## src/include/lbs_pkg.sv

```systemverilog
// Package of constants and carrier types for the lock-bit setting command handler.
`default_nettype none
package lbs_pkg;
    // -------------------------------------------------------------------------
    // Frame bytes
    // -------------------------------------------------------------------------
    localparam logic [7:0] START_HEADER   = 8'h01;
    localparam logic [7:0] START_DATA     = 8'h81;
    localparam logic [7:0] END_TEXT       = 8'h03;
    localparam logic [7:0] CMD_LOCK_SET   = 8'h4A;
    localparam logic [7:0] RESP_OK        = 8'h4A;
    localparam logic [7:0] RESP_ERR       = 8'hCA;
    localparam logic [7:0] CMD_LEN_HIGH   = 8'h00;
    localparam logic [7:0] CMD_LEN_LOW    = 8'h13;
    localparam logic [7:0] RESP_LEN_HIGH  = 8'h00;
    localparam logic [7:0] RESP_LEN_LOW   = 8'h0A;
    localparam int         PAYLOAD_BYTES  = 18;
    localparam int         RESP_BYTES     = 15;
    // Largest length field a frame may carry, and the longest frame tolerated.
    localparam logic [15:0] MAX_FRAME_LEN = 16'h0400;
    // -------------------------------------------------------------------------
    // Status codes
    // -------------------------------------------------------------------------
    localparam logic [7:0]  STATUS_OK       = 8'h00;
    localparam logic [7:0]  STATUS_PACKET   = 8'hC1;
    localparam logic [7:0]  STATUS_CHECKSUM = 8'hC2;
    localparam logic [7:0]  STATUS_ACCEPT   = 8'hC3;
    localparam logic [7:0]  STATUS_SECURE   = 8'hC4;
    localparam logic [7:0]  STATUS_FLASH    = 8'hE1;
    localparam logic [31:0] UNUSED_WORD   = 32'hFFFFFFFF;
    // Bits of the last payload byte that guard the key hash and stay untouched.
    localparam logic [7:0]  LAST_KEEP_MASK = 8'hC0;
    localparam logic [31:0] LOCK_AREA_BASE = 32'h00000000;
    localparam int          FIFO_DEPTH     = 16;

    typedef struct packed {
        logic [7:0]  status;
        logic [31:0] detail;
        logic [31:0] fail_addr;
    } lbs_result_t;

    typedef struct packed {
        logic [31:0] addr;
        logic [7:0]  data;
        logic [7:0]  keep_mask;
    } lbs_flash_req_t;
endpackage : lbs_pkg
`default_nettype wire

```

## src/core/lbs_lock_set.sv

```systemverilog
// Lock-bit setting command handler: frame check, acceptance, flash write and status reply.
`timescale 1ns/100ps
`default_nettype none
module lbs_lock_set #(
    parameter logic [31:0] LOCK_BASE = lbs_pkg::LOCK_AREA_BASE,
    parameter int          DEPTH     = lbs_pkg::FIFO_DEPTH
) (
    input  wire logic                   clk_sys,
    input  wire logic                   reset_n,
    // Received byte stream from the link.
    input  wire logic [7:0]             rx_data,
    input  wire logic                   rx_valid,
    output logic                        rx_ready,
    // Reply byte stream to the link.
    output logic [7:0]                  tx_data,
    output logic                        tx_valid,
    input  wire logic                   tx_ready,
    // Acceptance inputs (pins, resynchronised here).
    input  wire logic                   lifecycle_state_ok,
    input  wire logic                   auth_level_one,
    input  wire logic                   auth_level_zero,
    // Flash sequencer interface.
    output lbs_pkg::lbs_flash_req_t     flash_req,
    output logic                        flash_req_valid,
    input  wire logic                   flash_req_ready,
    input  wire logic                   flash_done,
    input  wire logic                   flash_error,
    input  wire logic [31:0]            flash_status,
    input  wire logic [31:0]            flash_fail_addr,
    output logic                        busy
);
    typedef enum {
        LBS_IDLE,
        LBS_LEN_HI,
        LBS_LEN_LO,
        LBS_BODY,
        LBS_SUM,
        LBS_ETX,
        LBS_CHECK,
        LBS_WRITE,
        LBS_WAIT,
        LBS_REPLY
    } lbs_state_t;

    lbs_state_t          state;
    logic [7:0]          byte_in;
    logic                byte_valid;
    logic                byte_take;
    logic [7:0]          len_hi;
    logic [7:0]          len_lo;
    logic [15:0]         body_cnt;
    logic [7:0]          sum;
    logic                etx_ok;
    logic                cmd_ok;
    logic [7:0]          payload [lbs_pkg::PAYLOAD_BYTES];
    logic [4:0]          wr_idx;
    lbs_pkg::lbs_result_t result;
    lbs_pkg::lbs_result_t next_result;
    logic [3:0]          tx_idx;
    logic [7:0]          tx_sum;
    logic [1:0]          lc_sync;
    logic [1:0]          auth1_sync;
    logic [1:0]          auth0_sync;

    function automatic logic [7:0] word_byte(input logic [31:0] w, input logic [1:0] i);
        word_byte = w[8*(3-i) +: 8];
    endfunction : word_byte

    // -------------------------------------------------------------------------
    // Input buffering and pin synchronisers
    // -------------------------------------------------------------------------
    lbs_fifo #(
        .WIDTH (8),
        .DEPTH (DEPTH)
    ) u_rx_fifo (
        .clk_sys   (clk_sys),
        .reset_n   (reset_n),
        .in_data   (rx_data),
        .in_valid  (rx_valid),
        .in_ready  (rx_ready),
        .out_data  (byte_in),
        .out_valid (byte_valid),
        .out_ready (byte_take)
    );

    always_ff @(posedge clk_sys or negedge reset_n) begin
        if (!reset_n) begin
            lc_sync    <= 2'h0;
            auth1_sync <= 2'h0;
            auth0_sync <= 2'h0;
        end else begin
            lc_sync    <= {lc_sync[0], lifecycle_state_ok};
            auth1_sync <= {auth1_sync[0], auth_level_one};
            auth0_sync <= {auth0_sync[0], auth_level_zero};
        end
    end

    // Bytes are consumed only while idle or while a frame is being received; the FIFO holds them otherwise and stalls the link once full.
    assign byte_take = byte_valid && (state inside {LBS_IDLE, LBS_LEN_HI, LBS_LEN_LO, LBS_BODY, LBS_SUM, LBS_ETX});
    assign busy      = (state != LBS_IDLE);

    // -------------------------------------------------------------------------
    // Frame reception
    // -------------------------------------------------------------------------
    always_ff @(posedge clk_sys or negedge reset_n) begin
        if (!reset_n) begin
            len_hi   <= 8'h00;
            len_lo   <= 8'h00;
            body_cnt <= 16'h0000;
            sum      <= 8'h00;
            etx_ok   <= 1'b0;
            cmd_ok   <= 1'b0;
        end else if (byte_take) begin
            case (state)
                LBS_LEN_HI: begin
                    len_hi <= byte_in;
                    sum    <= byte_in;
                end
                LBS_LEN_LO: begin
                    len_lo   <= byte_in;
                    sum      <= sum + byte_in;
                    body_cnt <= 16'h0000;
                end
                LBS_BODY: begin
                    if (body_cnt == 16'h0000) begin
                        cmd_ok <= (byte_in == lbs_pkg::CMD_LOCK_SET);
                    end
                    sum      <= sum + byte_in;
                    body_cnt <= body_cnt + 16'h0001;
                end
                LBS_SUM: begin
                    sum <= sum + byte_in;
                end
                LBS_ETX: begin
                    etx_ok <= (byte_in == lbs_pkg::END_TEXT);
                end
                default: begin
                end
            endcase
        end
    end

    always_ff @(posedge clk_sys) begin
        if (byte_take && state == LBS_BODY && body_cnt != 16'h0000 &&
            body_cnt <= 16'(lbs_pkg::PAYLOAD_BYTES)) begin
            payload[body_cnt[4:0] - 5'h01] <= byte_in;
        end
    end

    // -------------------------------------------------------------------------
    // Error priority
    // -------------------------------------------------------------------------
    always_comb begin
        next_result = '{status: lbs_pkg::STATUS_OK, detail: lbs_pkg::UNUSED_WORD,
                        fail_addr: lbs_pkg::UNUSED_WORD};
        if (!etx_ok) begin
            next_result.status = lbs_pkg::STATUS_PACKET;
        end else if (sum != 8'h00) begin
            next_result.status = lbs_pkg::STATUS_CHECKSUM;
        end else if ({len_hi, len_lo} == 16'h0000 || {len_hi, len_lo} > lbs_pkg::MAX_FRAME_LEN) begin
            next_result.status = lbs_pkg::STATUS_PACKET;
        end else if (len_hi != lbs_pkg::CMD_LEN_HIGH || len_lo != lbs_pkg::CMD_LEN_LOW || !cmd_ok) begin
            next_result.status = lbs_pkg::STATUS_PACKET;
        end else if (!lc_sync[1]) begin
            next_result.status = lbs_pkg::STATUS_ACCEPT;
        end else if (auth1_sync[1] || auth0_sync[1]) begin
            next_result.status = lbs_pkg::STATUS_SECURE;
        end
    end

    // -------------------------------------------------------------------------
    // Control sequence
    // -------------------------------------------------------------------------
    always_ff @(posedge clk_sys or negedge reset_n) begin
        if (!reset_n) begin
            state  <= LBS_IDLE;
            wr_idx <= 5'h00;
            result <= '{status: lbs_pkg::STATUS_OK, detail: lbs_pkg::UNUSED_WORD,
                        fail_addr: lbs_pkg::UNUSED_WORD};
            tx_idx <= 4'h0;
        end else begin
            case (state)
                LBS_IDLE: begin
                    if (byte_take && byte_in == lbs_pkg::START_HEADER) begin
                        state <= LBS_LEN_HI;
                    end
                end
                LBS_LEN_HI: begin
                    if (byte_take) begin
                        state <= LBS_LEN_LO;
                    end
                end
                LBS_LEN_LO: begin
                    if (byte_take) begin
                        state <= ({byte_in, len_hi} == 16'h0000) ? LBS_SUM : LBS_BODY;
                        // Frames beyond the tolerated length are cut short and fail as packet errors.
                        if ({len_hi, byte_in} == 16'h0000 || {len_hi, byte_in} > lbs_pkg::MAX_FRAME_LEN) begin
                            state <= LBS_SUM;
                        end
                    end
                end
                LBS_BODY: begin
                    if (byte_take && body_cnt + 16'h0001 == {len_hi, len_lo}) begin
                        state <= LBS_SUM;
                    end
                end
                LBS_SUM: begin
                    if (byte_take) begin
                        state <= LBS_ETX;
                    end
                end
                LBS_ETX: begin
                    if (byte_take) begin
                        state <= LBS_CHECK;
                    end
                end
                LBS_CHECK: begin
                    result <= next_result;
                    wr_idx <= 5'h00;
                    tx_idx <= 4'h0;
                    state  <= (next_result.status == lbs_pkg::STATUS_OK) ? LBS_WRITE : LBS_REPLY;
                end
                LBS_WRITE: begin
                    if (flash_req_ready) begin
                        state <= LBS_WAIT;
                    end
                end
                LBS_WAIT: begin
                    if (flash_done) begin
                        if (flash_error) begin
                            result <= '{status: lbs_pkg::STATUS_FLASH, detail: flash_status,
                                        fail_addr: flash_fail_addr};
                            state  <= LBS_REPLY;
                        end else if (wr_idx == 5'(lbs_pkg::PAYLOAD_BYTES - 1)) begin
                            state <= LBS_REPLY;
                        end else begin
                            wr_idx <= wr_idx + 5'h01;
                            state  <= LBS_WRITE;
                        end
                    end
                end
                LBS_REPLY: begin
                    if (tx_ready) begin
                        if (tx_idx == 4'(lbs_pkg::RESP_BYTES - 1)) begin
                            state <= LBS_IDLE;
                        end else begin
                            tx_idx <= tx_idx + 4'h1;
                        end
                    end
                end
                default: begin
                    state <= LBS_IDLE;
                end
            endcase
        end
    end

    // -------------------------------------------------------------------------
    // Flash write request
    // -------------------------------------------------------------------------
    // payload bits passed unaltered
    // sequencer only clears bits; a one never overrides a zero
    // no error raised for such bytes
    assign flash_req_valid = (state == LBS_WRITE);
    always_comb begin
        flash_req.addr      = LOCK_BASE + 32'(wr_idx);
        flash_req.data      = payload[wr_idx];
        flash_req.keep_mask = 8'h00;
        // last byte bits seven and six kept
        if (wr_idx == 5'(lbs_pkg::PAYLOAD_BYTES - 1)) begin
            flash_req.keep_mask = lbs_pkg::LAST_KEEP_MASK;
        end
    end

    // -------------------------------------------------------------------------
    // Reply frame
    // -------------------------------------------------------------------------
    always_ff @(posedge clk_sys or negedge reset_n) begin
        if (!reset_n) begin
            tx_sum <= 8'h00;
        end else if (state != LBS_REPLY) begin
            tx_sum <= 8'h00;
        end else if (tx_ready && tx_idx != 4'h0) begin
            tx_sum <= tx_sum + tx_data;
        end
    end

    always_comb begin
        tx_data = 8'h00;
        case (tx_idx)
            4'h0: tx_data = lbs_pkg::START_DATA;
            4'h1: tx_data = lbs_pkg::RESP_LEN_HIGH;
            4'h2: tx_data = lbs_pkg::RESP_LEN_LOW;
            4'h3: tx_data = (result.status == lbs_pkg::STATUS_OK) ? lbs_pkg::RESP_OK : lbs_pkg::RESP_ERR;
            4'h4: tx_data = result.status;
            4'h5, 4'h6, 4'h7, 4'h8: tx_data = word_byte(result.detail, 2'(tx_idx - 4'h5));
            4'h9, 4'hA, 4'hB, 4'hC: tx_data = word_byte(result.fail_addr, 2'(tx_idx - 4'h9));
            4'hD: tx_data = 8'h00 - tx_sum;
            4'hE: tx_data = lbs_pkg::END_TEXT;
            default: tx_data = 8'h00;
        endcase
    end
    assign tx_valid = (state == LBS_REPLY);
endmodule : lbs_lock_set
`default_nettype wire

```

## src/core/lbs_fifo.sv

```systemverilog
// Parameterised valid/ready FIFO buffering received command bytes.
`timescale 1ns/100ps
`default_nettype none
module lbs_fifo #(
    parameter int WIDTH = 8,
    parameter int DEPTH = 16
) (
    input  wire logic             clk_sys,
    input  wire logic             reset_n,
    input  wire logic [WIDTH-1:0] in_data,
    input  wire logic             in_valid,
    output logic                  in_ready,
    output logic      [WIDTH-1:0] out_data,
    output logic                  out_valid,
    input  wire logic             out_ready
);
    localparam int AW = $clog2(DEPTH);
    logic [WIDTH-1:0] mem [DEPTH];
    logic [AW-1:0]    wr_ptr;
    logic [AW-1:0]    rd_ptr;
    logic [AW:0]      count;
    logic             push;
    logic             pop;

    assign in_ready  = (count != (AW+1)'(DEPTH));
    assign out_valid = (count != '0);
    assign push      = in_valid && in_ready;
    assign pop       = out_valid && out_ready;
    assign out_data  = mem[rd_ptr];

    always_ff @(posedge clk_sys) begin
        if (push) begin
            mem[wr_ptr] <= in_data;
        end
    end

    always_ff @(posedge clk_sys or negedge reset_n) begin
        if (!reset_n) begin
            wr_ptr <= '0;
            rd_ptr <= '0;
            count  <= '0;
        end else begin
            if (push) begin
                wr_ptr <= (wr_ptr == AW'(DEPTH-1)) ? '0 : wr_ptr + 1'b1;
            end
            if (pop) begin
                rd_ptr <= (rd_ptr == AW'(DEPTH-1)) ? '0 : rd_ptr + 1'b1;
            end
            count <= count + (AW+1)'(push) - (AW+1)'(pop);
        end
    end
endmodule : lbs_fifo
`default_nettype wire

```

## config.mk

```make
export PLATFORM = sky130hd
export DESIGN_NAME = lbs_lock_set
export DESIGN_NICKNAME = d
export VERILOG_FILES = /design/src/include/lbs_pkg.sv /design/src/core/lbs_lock_set.sv /design/src/core/lbs_fifo.sv
export SDC_FILE = /design/constraint.sdc
export NUM_CORES = 1
export LEC_CHECK = 0
export BUFFER_PORTS_ARGS = -buffer_cell sky130_fd_sc_hd__buf_2
export CAP_MARGIN = 20
export CORE_UTILIZATION = 50
export DETAILED_ROUTE_END_ITERATION = 10
export PLACE_DENSITY = 0.68
export SYNTH_ARGS = -nofsm -noshare
export SYNTH_HDL_FRONTEND = slang
export SYNTH_HIERARCHICAL = 1
export SYNTH_SLANG_ARGS = --single-unit
```

## constraint.sdc

```tcl
create_clock -name clk_sys -period 5.9 [get_ports clk_sys]
set_clock_uncertainty 0.15 [all_clocks]
set_input_delay 1.18 -clock clk_sys [delete_from_list [all_inputs] [get_ports clk_sys]]
set_output_delay 1.18 -clock clk_sys [all_outputs]
set_load 0.03 [all_outputs]
```

## After elaboration in Yosys (flattened, before gate mapping)

Memory sizes are Yosys's and may differ from the RTL's.
Cells that the tools add are included.

- Flip-flop bits (word level): 182
- RAM bits: 272
- Input port bits: 82
- Output and inout port bits: 60
- Word-level logic and storage cells: 183
- Memories: 2

Memories:

| name | words | width | read ports | clocked after memory_dff | wr ports | RTL line | RTL |
|---|---|---|---|---|---|---|---|
| payload | 18 | 8 | 1 | 0 | 1 | lbs_lock_set.sv:55 | `logic [7:0] payload [lbs_pkg::PAYLOAD_BYTES];` |
| u_rx_fifo.mem | 16 | 8 | 1 | 0 | 1 | lbs_fifo.sv:18 | `logic [WIDTH-1:0] mem [DEPTH];` |

- $add $sub $neg: 15
- $lt $le $gt $ge: 3
- Equality and inequality tests: 49
- Shift-type cells: 2
- Multiplexer cells: 45
- Reductions and logical operators: 48

Operators with widths:

| operator | number |
|---|---|
| $mux W32 | 10 |
| $pmux W32 S10 | 1 |
| $eq A32 B3 Y1 const B | 5 |
| $mux W72 | 2 |
| $pmux W72 S2 | 1 |
| $eq A32 B4 Y1 const B | 3 |
| $mux W8 | 10 |
| $shiftx A32 B33 Y8 | 2 |
| $eq A32 B2 Y1 const B | 2 |
| $logic_not A16 Y1 | 4 |
| $pmux W8 S8 | 1 |
| $eq A4 B4 Y1 const B | 9 |
| $eq A32 B1 Y1 const B | 1 |
| $eq A32 B5 Y1 const B | 1 |
| $gt A16 B11 Y1 const B | 2 |
| $logic_not A32 Y1 | 1 |
| $ne A32 B5 Y1 const B | 1 |
| $pmux W16 S2 | 1 |
| $reduce_bool A32 Y1 | 1 |
| $mux W4 | 7 |
| $ne A2 B2 Y1 const B | 12 |
| $add A16 B1 Y16 const B | 1 |
| $add A8 B8 Y8 | 2 |
| $eq A16 B16 Y1 | 1 |
| other kinds (41) | 81 |

## Logic depth before layout (Yosys ltp)

Gate-level depths: netlist (run 1).

- Depth after elaboration: 10
- Depth in mapped cells: 19
- Mapped depth without buffers: 16

## By module

The synthesis (run 1) kept the hierarchy.

By module, submodules not included:

| module | times used | cells each | area an instance (um^2) | sequential area each (um^2) |
|---|---|---|---|---|
| lbs_lock_set | 1 | 1,189 | 13,994.7 | 7,857.5 |
| lbs_fifo | 1 | 311 | 5,784.3 | 4,169.0 |

## Least setup slack after synthesis (run 1)

Ideal clock, no wire load.

- Path kind: reg2reg
- Start point: register tx_idx[0]
- End point: register tx_sum[7]
- Setup time: 0.143 ns
- Arrival time: 4.809 ns
- Data required time: 5.607 ns
- Setup slack: 0.798 ns
- Stages on the path, launching flop included: 18
- Buffers on the path: 3
- Period minus slack after synthesis: 5.102 ns
- Path through: dfrtp_1 clkbuf_1 inv_2 ha_1 or3_1 o211a_1 buf_6 buf_2 mux4_2 mux2i_1 o21ai_0 ha_1 a21oi_1 o211ai_1 and3_1 o2bb2a_1 a2111oi_2 o211ai_1

- Longest elaborated chain between the ends: 7
- Elaborated cells between the ends (all ways): 29
- Classes of those cells: 5 x add/sub; 13 x eq/ne; 2 x shift; 3 x mux; 6 x reduce/logical

RTL lines:

| item | RTL line | RTL |
|---|---|---|
| start, declared | lbs_lock_set.sv:59 | `logic [3:0] tx_idx;` |
| start signal, assigned | lbs_lock_set.sv:247 | `tx_idx <= tx_idx + 4'h1;` |
| $sub A2 B1 Y2 | lbs_lock_set.sv:296, lbs_lock_set.sv:297 |  |
| $sub A2 B2 Y3 | lbs_lock_set.sv:66 | `word_byte = w[8*(3-i) +: 8];` |
| $shiftx A32 B33 Y8 | lbs_lock_set.sv:66 |  |
| $pmux W8 S8 * | lbs_lock_set.sv:290 | `case (tx_idx)` |
| named net tx_data[2] | lbs_lock_set.sv:15 | `output logic [7:0] tx_data,` |
| $add A8 B8 Y8 * | lbs_lock_set.sv:284 | `tx_sum <= tx_sum + tx_data;` |
| $mux W8 * | lbs_lock_set.sv:283 | `end else if (tx_ready && tx_idx != 4'h0) begin` |
| $mux W8 * | lbs_lock_set.sv:281 | `end else if (state != LBS_REPLY) begin` |
| end signal, assigned | lbs_lock_set.sv:284 |  |
| end, declared | lbs_lock_set.sv:60 | `logic [7:0] tx_sum;` |

Mark *: on every way through the listed nets, which the timed path passes. The rest lies on a longest branch. The select of a mux whose other input is x is not followed.
A chain may end at the register's enable or synchronous reset.

## Final worst setup path (run 1)

- Start point: register tx_idx[0]
- End point: register tx_sum[7]

- Longest elaborated chain between the ends: 7
- Elaborated cells between the ends (all ways): 29
- Classes of those cells: 5 x add/sub; 13 x eq/ne; 2 x shift; 3 x mux; 6 x reduce/logical

RTL lines:

| item | RTL line |
|---|---|
| $sub A2 B1 Y2 | lbs_lock_set.sv:296, lbs_lock_set.sv:297 |
| $sub A2 B2 Y3 | lbs_lock_set.sv:66 |
| $shiftx A32 B33 Y8 | lbs_lock_set.sv:66 |
| $pmux W8 S8 | lbs_lock_set.sv:290 |
| $add A8 B8 Y8 | lbs_lock_set.sv:284 |
| $mux W8 | lbs_lock_set.sv:283 |
| $mux W8 | lbs_lock_set.sv:281 |

Several ways; a longest one is shown, not always the timed one. The select of a mux whose other input is x is not followed.

==> results of run 1 <==
==> worst paths after layout <==
check	startpoint	end	slack, ns	cells past startpoint
worst max-delay path	tx_idx[0]	tx_sum[7]	0.58	15
worst min-delay path	auth1_sync[0]	auth1_sync[1]	0.20	0
worst max register to register	tx_idx[0]	tx_sum[7]	0.58	15
worst min register to register	auth1_sync[0]	auth1_sync[1]	0.20	0
max in group asynchronous	reset_n	tx_idx[0]	4.14	2
min in group asynchronous	reset_n	body_cnt[9]	0.40	1
==> metrics by stage <==
stage | instances | hold WS [ns] | worst slack, ns | util [%]
after floorplan | 1532 | 0.1812 | 0.7984 | -
final | 2146 | 0.2003 | 0.5791 | 56.99
after global routing | 2146 | 0.2119 | 0.1789 | 56.99
after CTS | 2144 | 0.2031 | 0.5421 | 56.93
after global placement | 2063 | 0.1834 | 0.8012 | 53.34
after detailed placement | 2063 | 0.1897 | 0.5757 | 53.34
==> sequential cells by signal (all words and copies together) (netlist names) <==
register and count:
payload 144, u_rx_fifo/mem 128, result 69, body_cnt 16
len_hi 8, len_lo 8, sum 8, tx_sum 8
u_rx_fifo/count 5, wr_idx 5, state 4, tx_idx 4
u_rx_fifo/rd_ptr 4, u_rx_fifo/wr_ptr 4, auth0_sync 2, auth1_sync 2
lc_sync 2, cmd_ok 1, etx_ok 1
==> metal layers <==
layer	part of all wire [%]	global-route usage, %
met1	43	30.22
met2	49	36.11
met3	5.3	3.133
met4	2.6	7.497
met5	0	0
==> cells by family after synthesis <==
family / count (synthesis)
xor+xnor: 49
buf+inv: 154
other cells: 1
compound gates: 252
fa+ha+maj: 40
simple gates: 440
flops: 423
mux: 141
==> worst max-delay path, delay by kind of cell, from the launching register on <==
family                     cells  cell delay [ns]
adders and majority gates      2             0.66
and+or+nand+nor                2             0.60
muxes                          2             0.75
buffers and inverters          1             0.21
AOI/OAI and AO/OA              8             2.22
DFF                            1             0.60
==> where the power goes <==
| group | internal, mW | switching, mW |
|---|---|---|
| clock network | 1.55 | 1.14 |
| logic | 1.63 | 2.42 |
| registers | 4.03 | 0.506 |
==> cell usage after synthesis, drive strengths merged, types with 21 or more instances <==
master,n
o21ai,58
buf,53
nand2,74
nor2,216
a21oi,107
ha,37
nor3,21
dfrtp,87
mux4,80
nand3,22
clkbuf,64
mux2i,46
dfstp,64
edfxtp,272
inv,37
xnor2,31
==> area by class of cell <==
type | count | area [sq um]
Timing Repair Buffer | 132 | 747.0
Clock buffer | 68 | 1241
Sequential cell | 423 | 12030
Clock inverter | 13 | 155.1
Fill cell | 3112 | 16700
Inverter | 37 | 138.9
Tap cell | 518 | 648.1
Multi-Input combinational cell | 955 | 7169
==> impl_metrics.csv, run 1 <==
group,metric,value,unit
status,outcome,"complete, no violations",
synth,synth_mux_area_share,12.39,%
setup_path,start_kind,"flip-flop",
route,drt_iter0_drc,1054,
final_layout,antenna_cells,0,
die,rows,72,
synth,synth_top_cell_by_area,"edfxtp_1",
setup_path,crit_slowest_cell,"dfrtp_1",
die,die-area,0.04036,sq mm
setup_path,cp-end-kind,"flip-flop",
sta,final-setup-viol-count,0,
route,ant_nets,0,
final_layout,syn2layout_area_growth,11.88,%
sta,slew_headroom,34.98,%
die,die_w,200.9,um
sta,tightest_slew,0.9718,ns
route,dr.pass1.iters,5,
synth,synth-edff-count,272,
synth,yosysTopAreaCellShare,41.30,%
clock_tree,path_clk_slew,0.06,ns
setup_path,cp.required,6.18,ns
placed_design,postPlaceCellArea,0.02071,sq mm
clock_tree,post_cts_buffers,0,
setup_path,worstPathMaxFanout,16,
final_layout,final_common_cell,"edfxtp_1",
synth,synth.area.top_cells,"edfxtp_1 (41%), dfrtp_1 (11%), mux4_2 (8.8%), dfstp_2 (8.5%), nor2_1 (4.1%)",
synth,synth-xor-area-share,2.170,%
synth,synth.cell_area,0.01978,sq mm
grt,grt_usage,22.00,%
die,die_h,200.9,um
setup_path,crit_path_cell_trace,"inv_2 -> ha_1 -> or3_1 -> o211a_1 -> mux4_1 -> mux2i_1 -> o221ai_1 -> ha_1 -> a21o_1 -> a21oi_1 -> o211ai_1 -> and3_1 -> o2bb2a_1 -> a2111oi_2 -> o211ai_1",
grt,grt_max_degree,79,
placed_design,routabilityCongestion,0.8748,
final_layout,layout_common_cells,"edfxtp_1 (272), nor2_1 (215), a21oi_1 (107), buf_2 (107), dfrtp_1 (85)",
placed_design,dp_hpwl,29020,um
job,cap_violations,0,
pwr,peakVddDrop,265.4,uV
synth,synth_compound_area_share,7.762,%
die,coreArea,0.03883,sq mm
pwr,power_density,509.2,mW/mm^2
synth,synthAdderAreaFrac,2.644,%
final_layout,fin_area,0.02213,sq mm
synth,synth_flop_cell,"edfxtp_1",
sta,fin_crit_sh,90.19,%
clock_tree,cts_sinks,423,
synth,ys_seq_area_share,60.80,%
route,post-route-drc-count,0,
grt,grt_pass1_wl,68860,um
clock_tree,clock_latency,0.58,ns
route,dr_total_vias,12336,
sta,finalCriticalPeriod,5.321,ns
route,vias_per_cell,5.748,
clock_tree,post_cts_resized,0,
clock_tree,postCtsHoldBufs,0,
pwr,total_power,11.27,mW
hold_path,hp-class,"flip-flop to flip-flop",
synth,avgSynthCellArea,13.19,sq um
route,wl,43590,um
synth,synth.distinct_cells,79,
final_layout,drive_gt1_share,22.97,%
grt,antenna_found_initial,0,
synth,synth_top_family_by_area,"multiplexers",
synth,synth_seq_cells,423,
setup_path,cp_slowest_stage_delay,0.60,ns
clock_tree,cts-htree-levels,2,
die,io_pins,142,
synth,yosys.area_share.simple,10.46,%
synth,synthArstFlopShare,35.70,%
clock_tree,cts_tree,"built",
pwr,leakage,8.227,nW
final_layout,fin_nets,1715,
sta,final_max_slew_viol_count,0,
route,wl_per_cell,20.31,um
sta,finalHoldViolations,0,
setup_path,crit_type,"flip-flop to flip-flop",
sta,fmax,187.9,MHz
clock_tree,cts_buffers,44,
synth,syn_inst,1500,
grt,grt_pass1_vias,12326,
sta,finalSetupTns,0,ns
placed_design,port_buffers,108,
grt,gr-total-overflow,0,
clock_tree,cts_root_buf,"clkbuf_16",
sta,rsz0062_at_grt,"false",
setup_path,arrival,5.60,ns
clock_tree,clock_path_buffers,3,
synth,synth.yosys.warnings,6,
die,start_util,50.94,%
No activity file was read; power rests on OpenSTA's default activity.
==> inputs of run 2 (changes only) <==
- CELL_PAD_IN_SITES_DETAIL_PLACEMENT: default -> 0
- CELL_PAD_IN_SITES_GLOBAL_PLACEMENT: default -> 2
- CORE_UTILIZATION: 50 -> 43
- PLACE_DENSITY: 0.68 -> 0.8
==> impl_metrics.csv, run 2 (synthesis results as in run 1) <==
group,metric,value,unit
clock_tree,cts_buffers,45,
setup_path,arrival,3.85,ns
die,start_util,43.58,%
setup_path,cp-end-kind,"output port",
setup_path,cp_slowest_stage_delay,0.59,ns
final_layout,largest_reg_flops,144,
route,dr_total_vias,12098,
route,drt_iter0_drc,856,
setup_path,worstPathMaxFanout,12,
die,die_w,216.5,um
die,io_pins,142,
setup_path,cp.required,4.57,ns
clock_tree,cts_tree,"built",
final_layout,drive_gt1_share,23.79,%
setup_path,crit_slowest_cell,"dfrtp_1",
sta,final-setup-viol-count,0,
route,wl,46500,um
route,ant_nets,0,
setup_path,crit_type,"flip-flop to output port",
die,die_h,216.5,um
route,post-route-drc-count,0,
placed_design,dp_hpwl,31680,um
sta,finalHoldViolations,0,
sta,tightest_slew,0.9442,ns
pwr,power_density,513.7,mW/mm^2
clock_tree,cts-htree-levels,2,
route,vias_per_cell,5.411,
final_layout,n_fill_cell,3982,
clock_tree,cts_sinks,423,
sta,finalCriticalPeriod,5.178,ns
job,cap_violations,0,
sta,fin_crit_sh,87.77,%
sta,finalSetupTns,0,ns
grt,grt_pass1_vias,12124,
pwr,peakVddDrop,284.6,uV
final_layout,layout_common_cells,"edfxtp_1 (272), nor2_1 (215), a21oi_1 (107), buf_2 (107), dfrtp_1 (85)",
sta,slew_headroom,36.82,%
pwr,leakage,8.302,nW
hold_path,hold_depth,0,
final_layout,fin_area,0.02236,sq mm
sta,final_max_slew_viol_count,0,
sta,fmax,193.1,MHz
hold_path,hp-class,"flip-flop to flip-flop",
setup_path,start_kind,"flip-flop",
clock_tree,clock_path_buffers,3,
die,coreArea,0.04538,sq mm
placed_design,routabilityCongestion,0.8398,
grt,gr-total-overflow,0,
final_layout,fin_nets,1723,
setup_path,path_buf_inv,3,
clock_tree,post_cts_resized,0,
status,outcome,"complete, no violations",
route,wl_per_cell,20.79,um
final_layout,final_common_cell,"edfxtp_1",
final_layout,syn2layout_area_growth,13.05,%
clock_tree,clock_latency,0.57,ns
placed_design,postPlaceCellArea,0.02087,sq mm
die,die-area,0.04686,sq mm
setup_path,r2r_start,"tx_idx[0]",
placed_design,port_buffers,108,
setup_path,rrSetupSlack,0.78,ns
grt,antenna_found_initial,2,
grt,grt_max_degree,84,
clock_tree,post_cts_buffers,0,
route,dr.pass1.iters,5,
hold_path,hold_path_end,"auth1_sync[1]",
clock_tree,path_clk_slew,0.06,ns
setup_path,rr_endpoint,"tx_sum[7]",
clock_tree,postCtsHoldBufs,0,
grt,grt_usage,20.26,%
setup_path,rr_worst_depth,16,
hold_path,min_from,"auth1_sync[0]",
clock_tree,cts_root_buf,"clkbuf_16",
setup_path,crit_path_cell_trace,"inv_2 -> ha_1 -> or3_1 -> o211a_1 -> buf_4 -> mux4_1 -> mux2i_1 -> o221ai_1 -> buf_2",
sta,rsz0062_at_grt,"false",
grt,grt_pass1_wl,72440,um
die,rows,78,
setup_path,critPathTopFamily,"multiplexers",
run 2: final cells by class:
class	count	area [sq um]	share of cell area (%)
Antenna cell	1	2.502	0.01119
Clock buffer	61	1246	5.573
Clock inverter	20	231.5	1.035
Inverter	37	138.9	0.6211
Multi-Input combinational cell	955	7169	32.06
Sequential cell	423	12030	53.80
Tap cell	600	750.7	3.357
Timing Repair Buffer	139	792.0	3.542
run 2: through the flow:
| stage | worst slack, ns | utilization [%] | power [mW] | std cells | hold slack [ns] |
|---|---|---|---|---|---|
| 2_1_floorplan | 0.7984 | - | 7.364 | 1532 | 0.1812 |
| 3_3_place_gp | 0.9368 | 45.99 | 8.677 | 2153 | 0.1887 |
| 3_5_place_dp | 0.8011 | 45.99 | 8.742 | 2153 | 0.1910 |
| 4_1_cts | 0.7008 | 49.25 | 11.59 | 2234 | 0.2037 |
| 5_1_grt | 0.4705 | 49.27 | 12.16 | 2236 | 0.2117 |
| 6_report | 0.7215 | 49.27 | 11.49 | 2236 | 0.2002 |
run 2: worst max path at each step:
stage / from / to / slack [ns] / depth (start not counted)
after floorplan: tx_idx[0] / tx_sum[7] / 0.80 / 17
after global placement: tx_idx[0] / tx_sum[7] / 0.94 / 16
after detailed placement: tx_idx[0] / tx_sum[7] / 0.80 / 16
after CTS: tx_idx[0] / tx_data[3] / 0.70 / 9
after global routing: tx_idx[0] / tx_sum[7] / 0.47 / 16
final: tx_idx[0] / tx_data[3] / 0.72 / 9
run 2: where the power goes:
group | switching, mW | leakage [nW] | total [mW] | internal (mW)
Clock | 1.16 | 0.721 | 2.82 | 1.66
Combinational | 2.51 | 3.35 | 4.15 | 1.65
Sequential | 0.486 | 4.23 | 4.51 | 4.03
run 2: metal layers:
layer | vias to the layer above | part of all wire [%] | wire length, um | track usage, %
met5 | - | 0.017 | 8 | 0
met4 | 2 | 2.4 | 1133 | 6.315
met3 | 67 | 3.7 | 1713 | 2.807
met2 | 226 | 48 | 22540 | 33.04
met1 | 6087 | 45 | 21100 | 28.14
li1 | 5716 | - | - | -
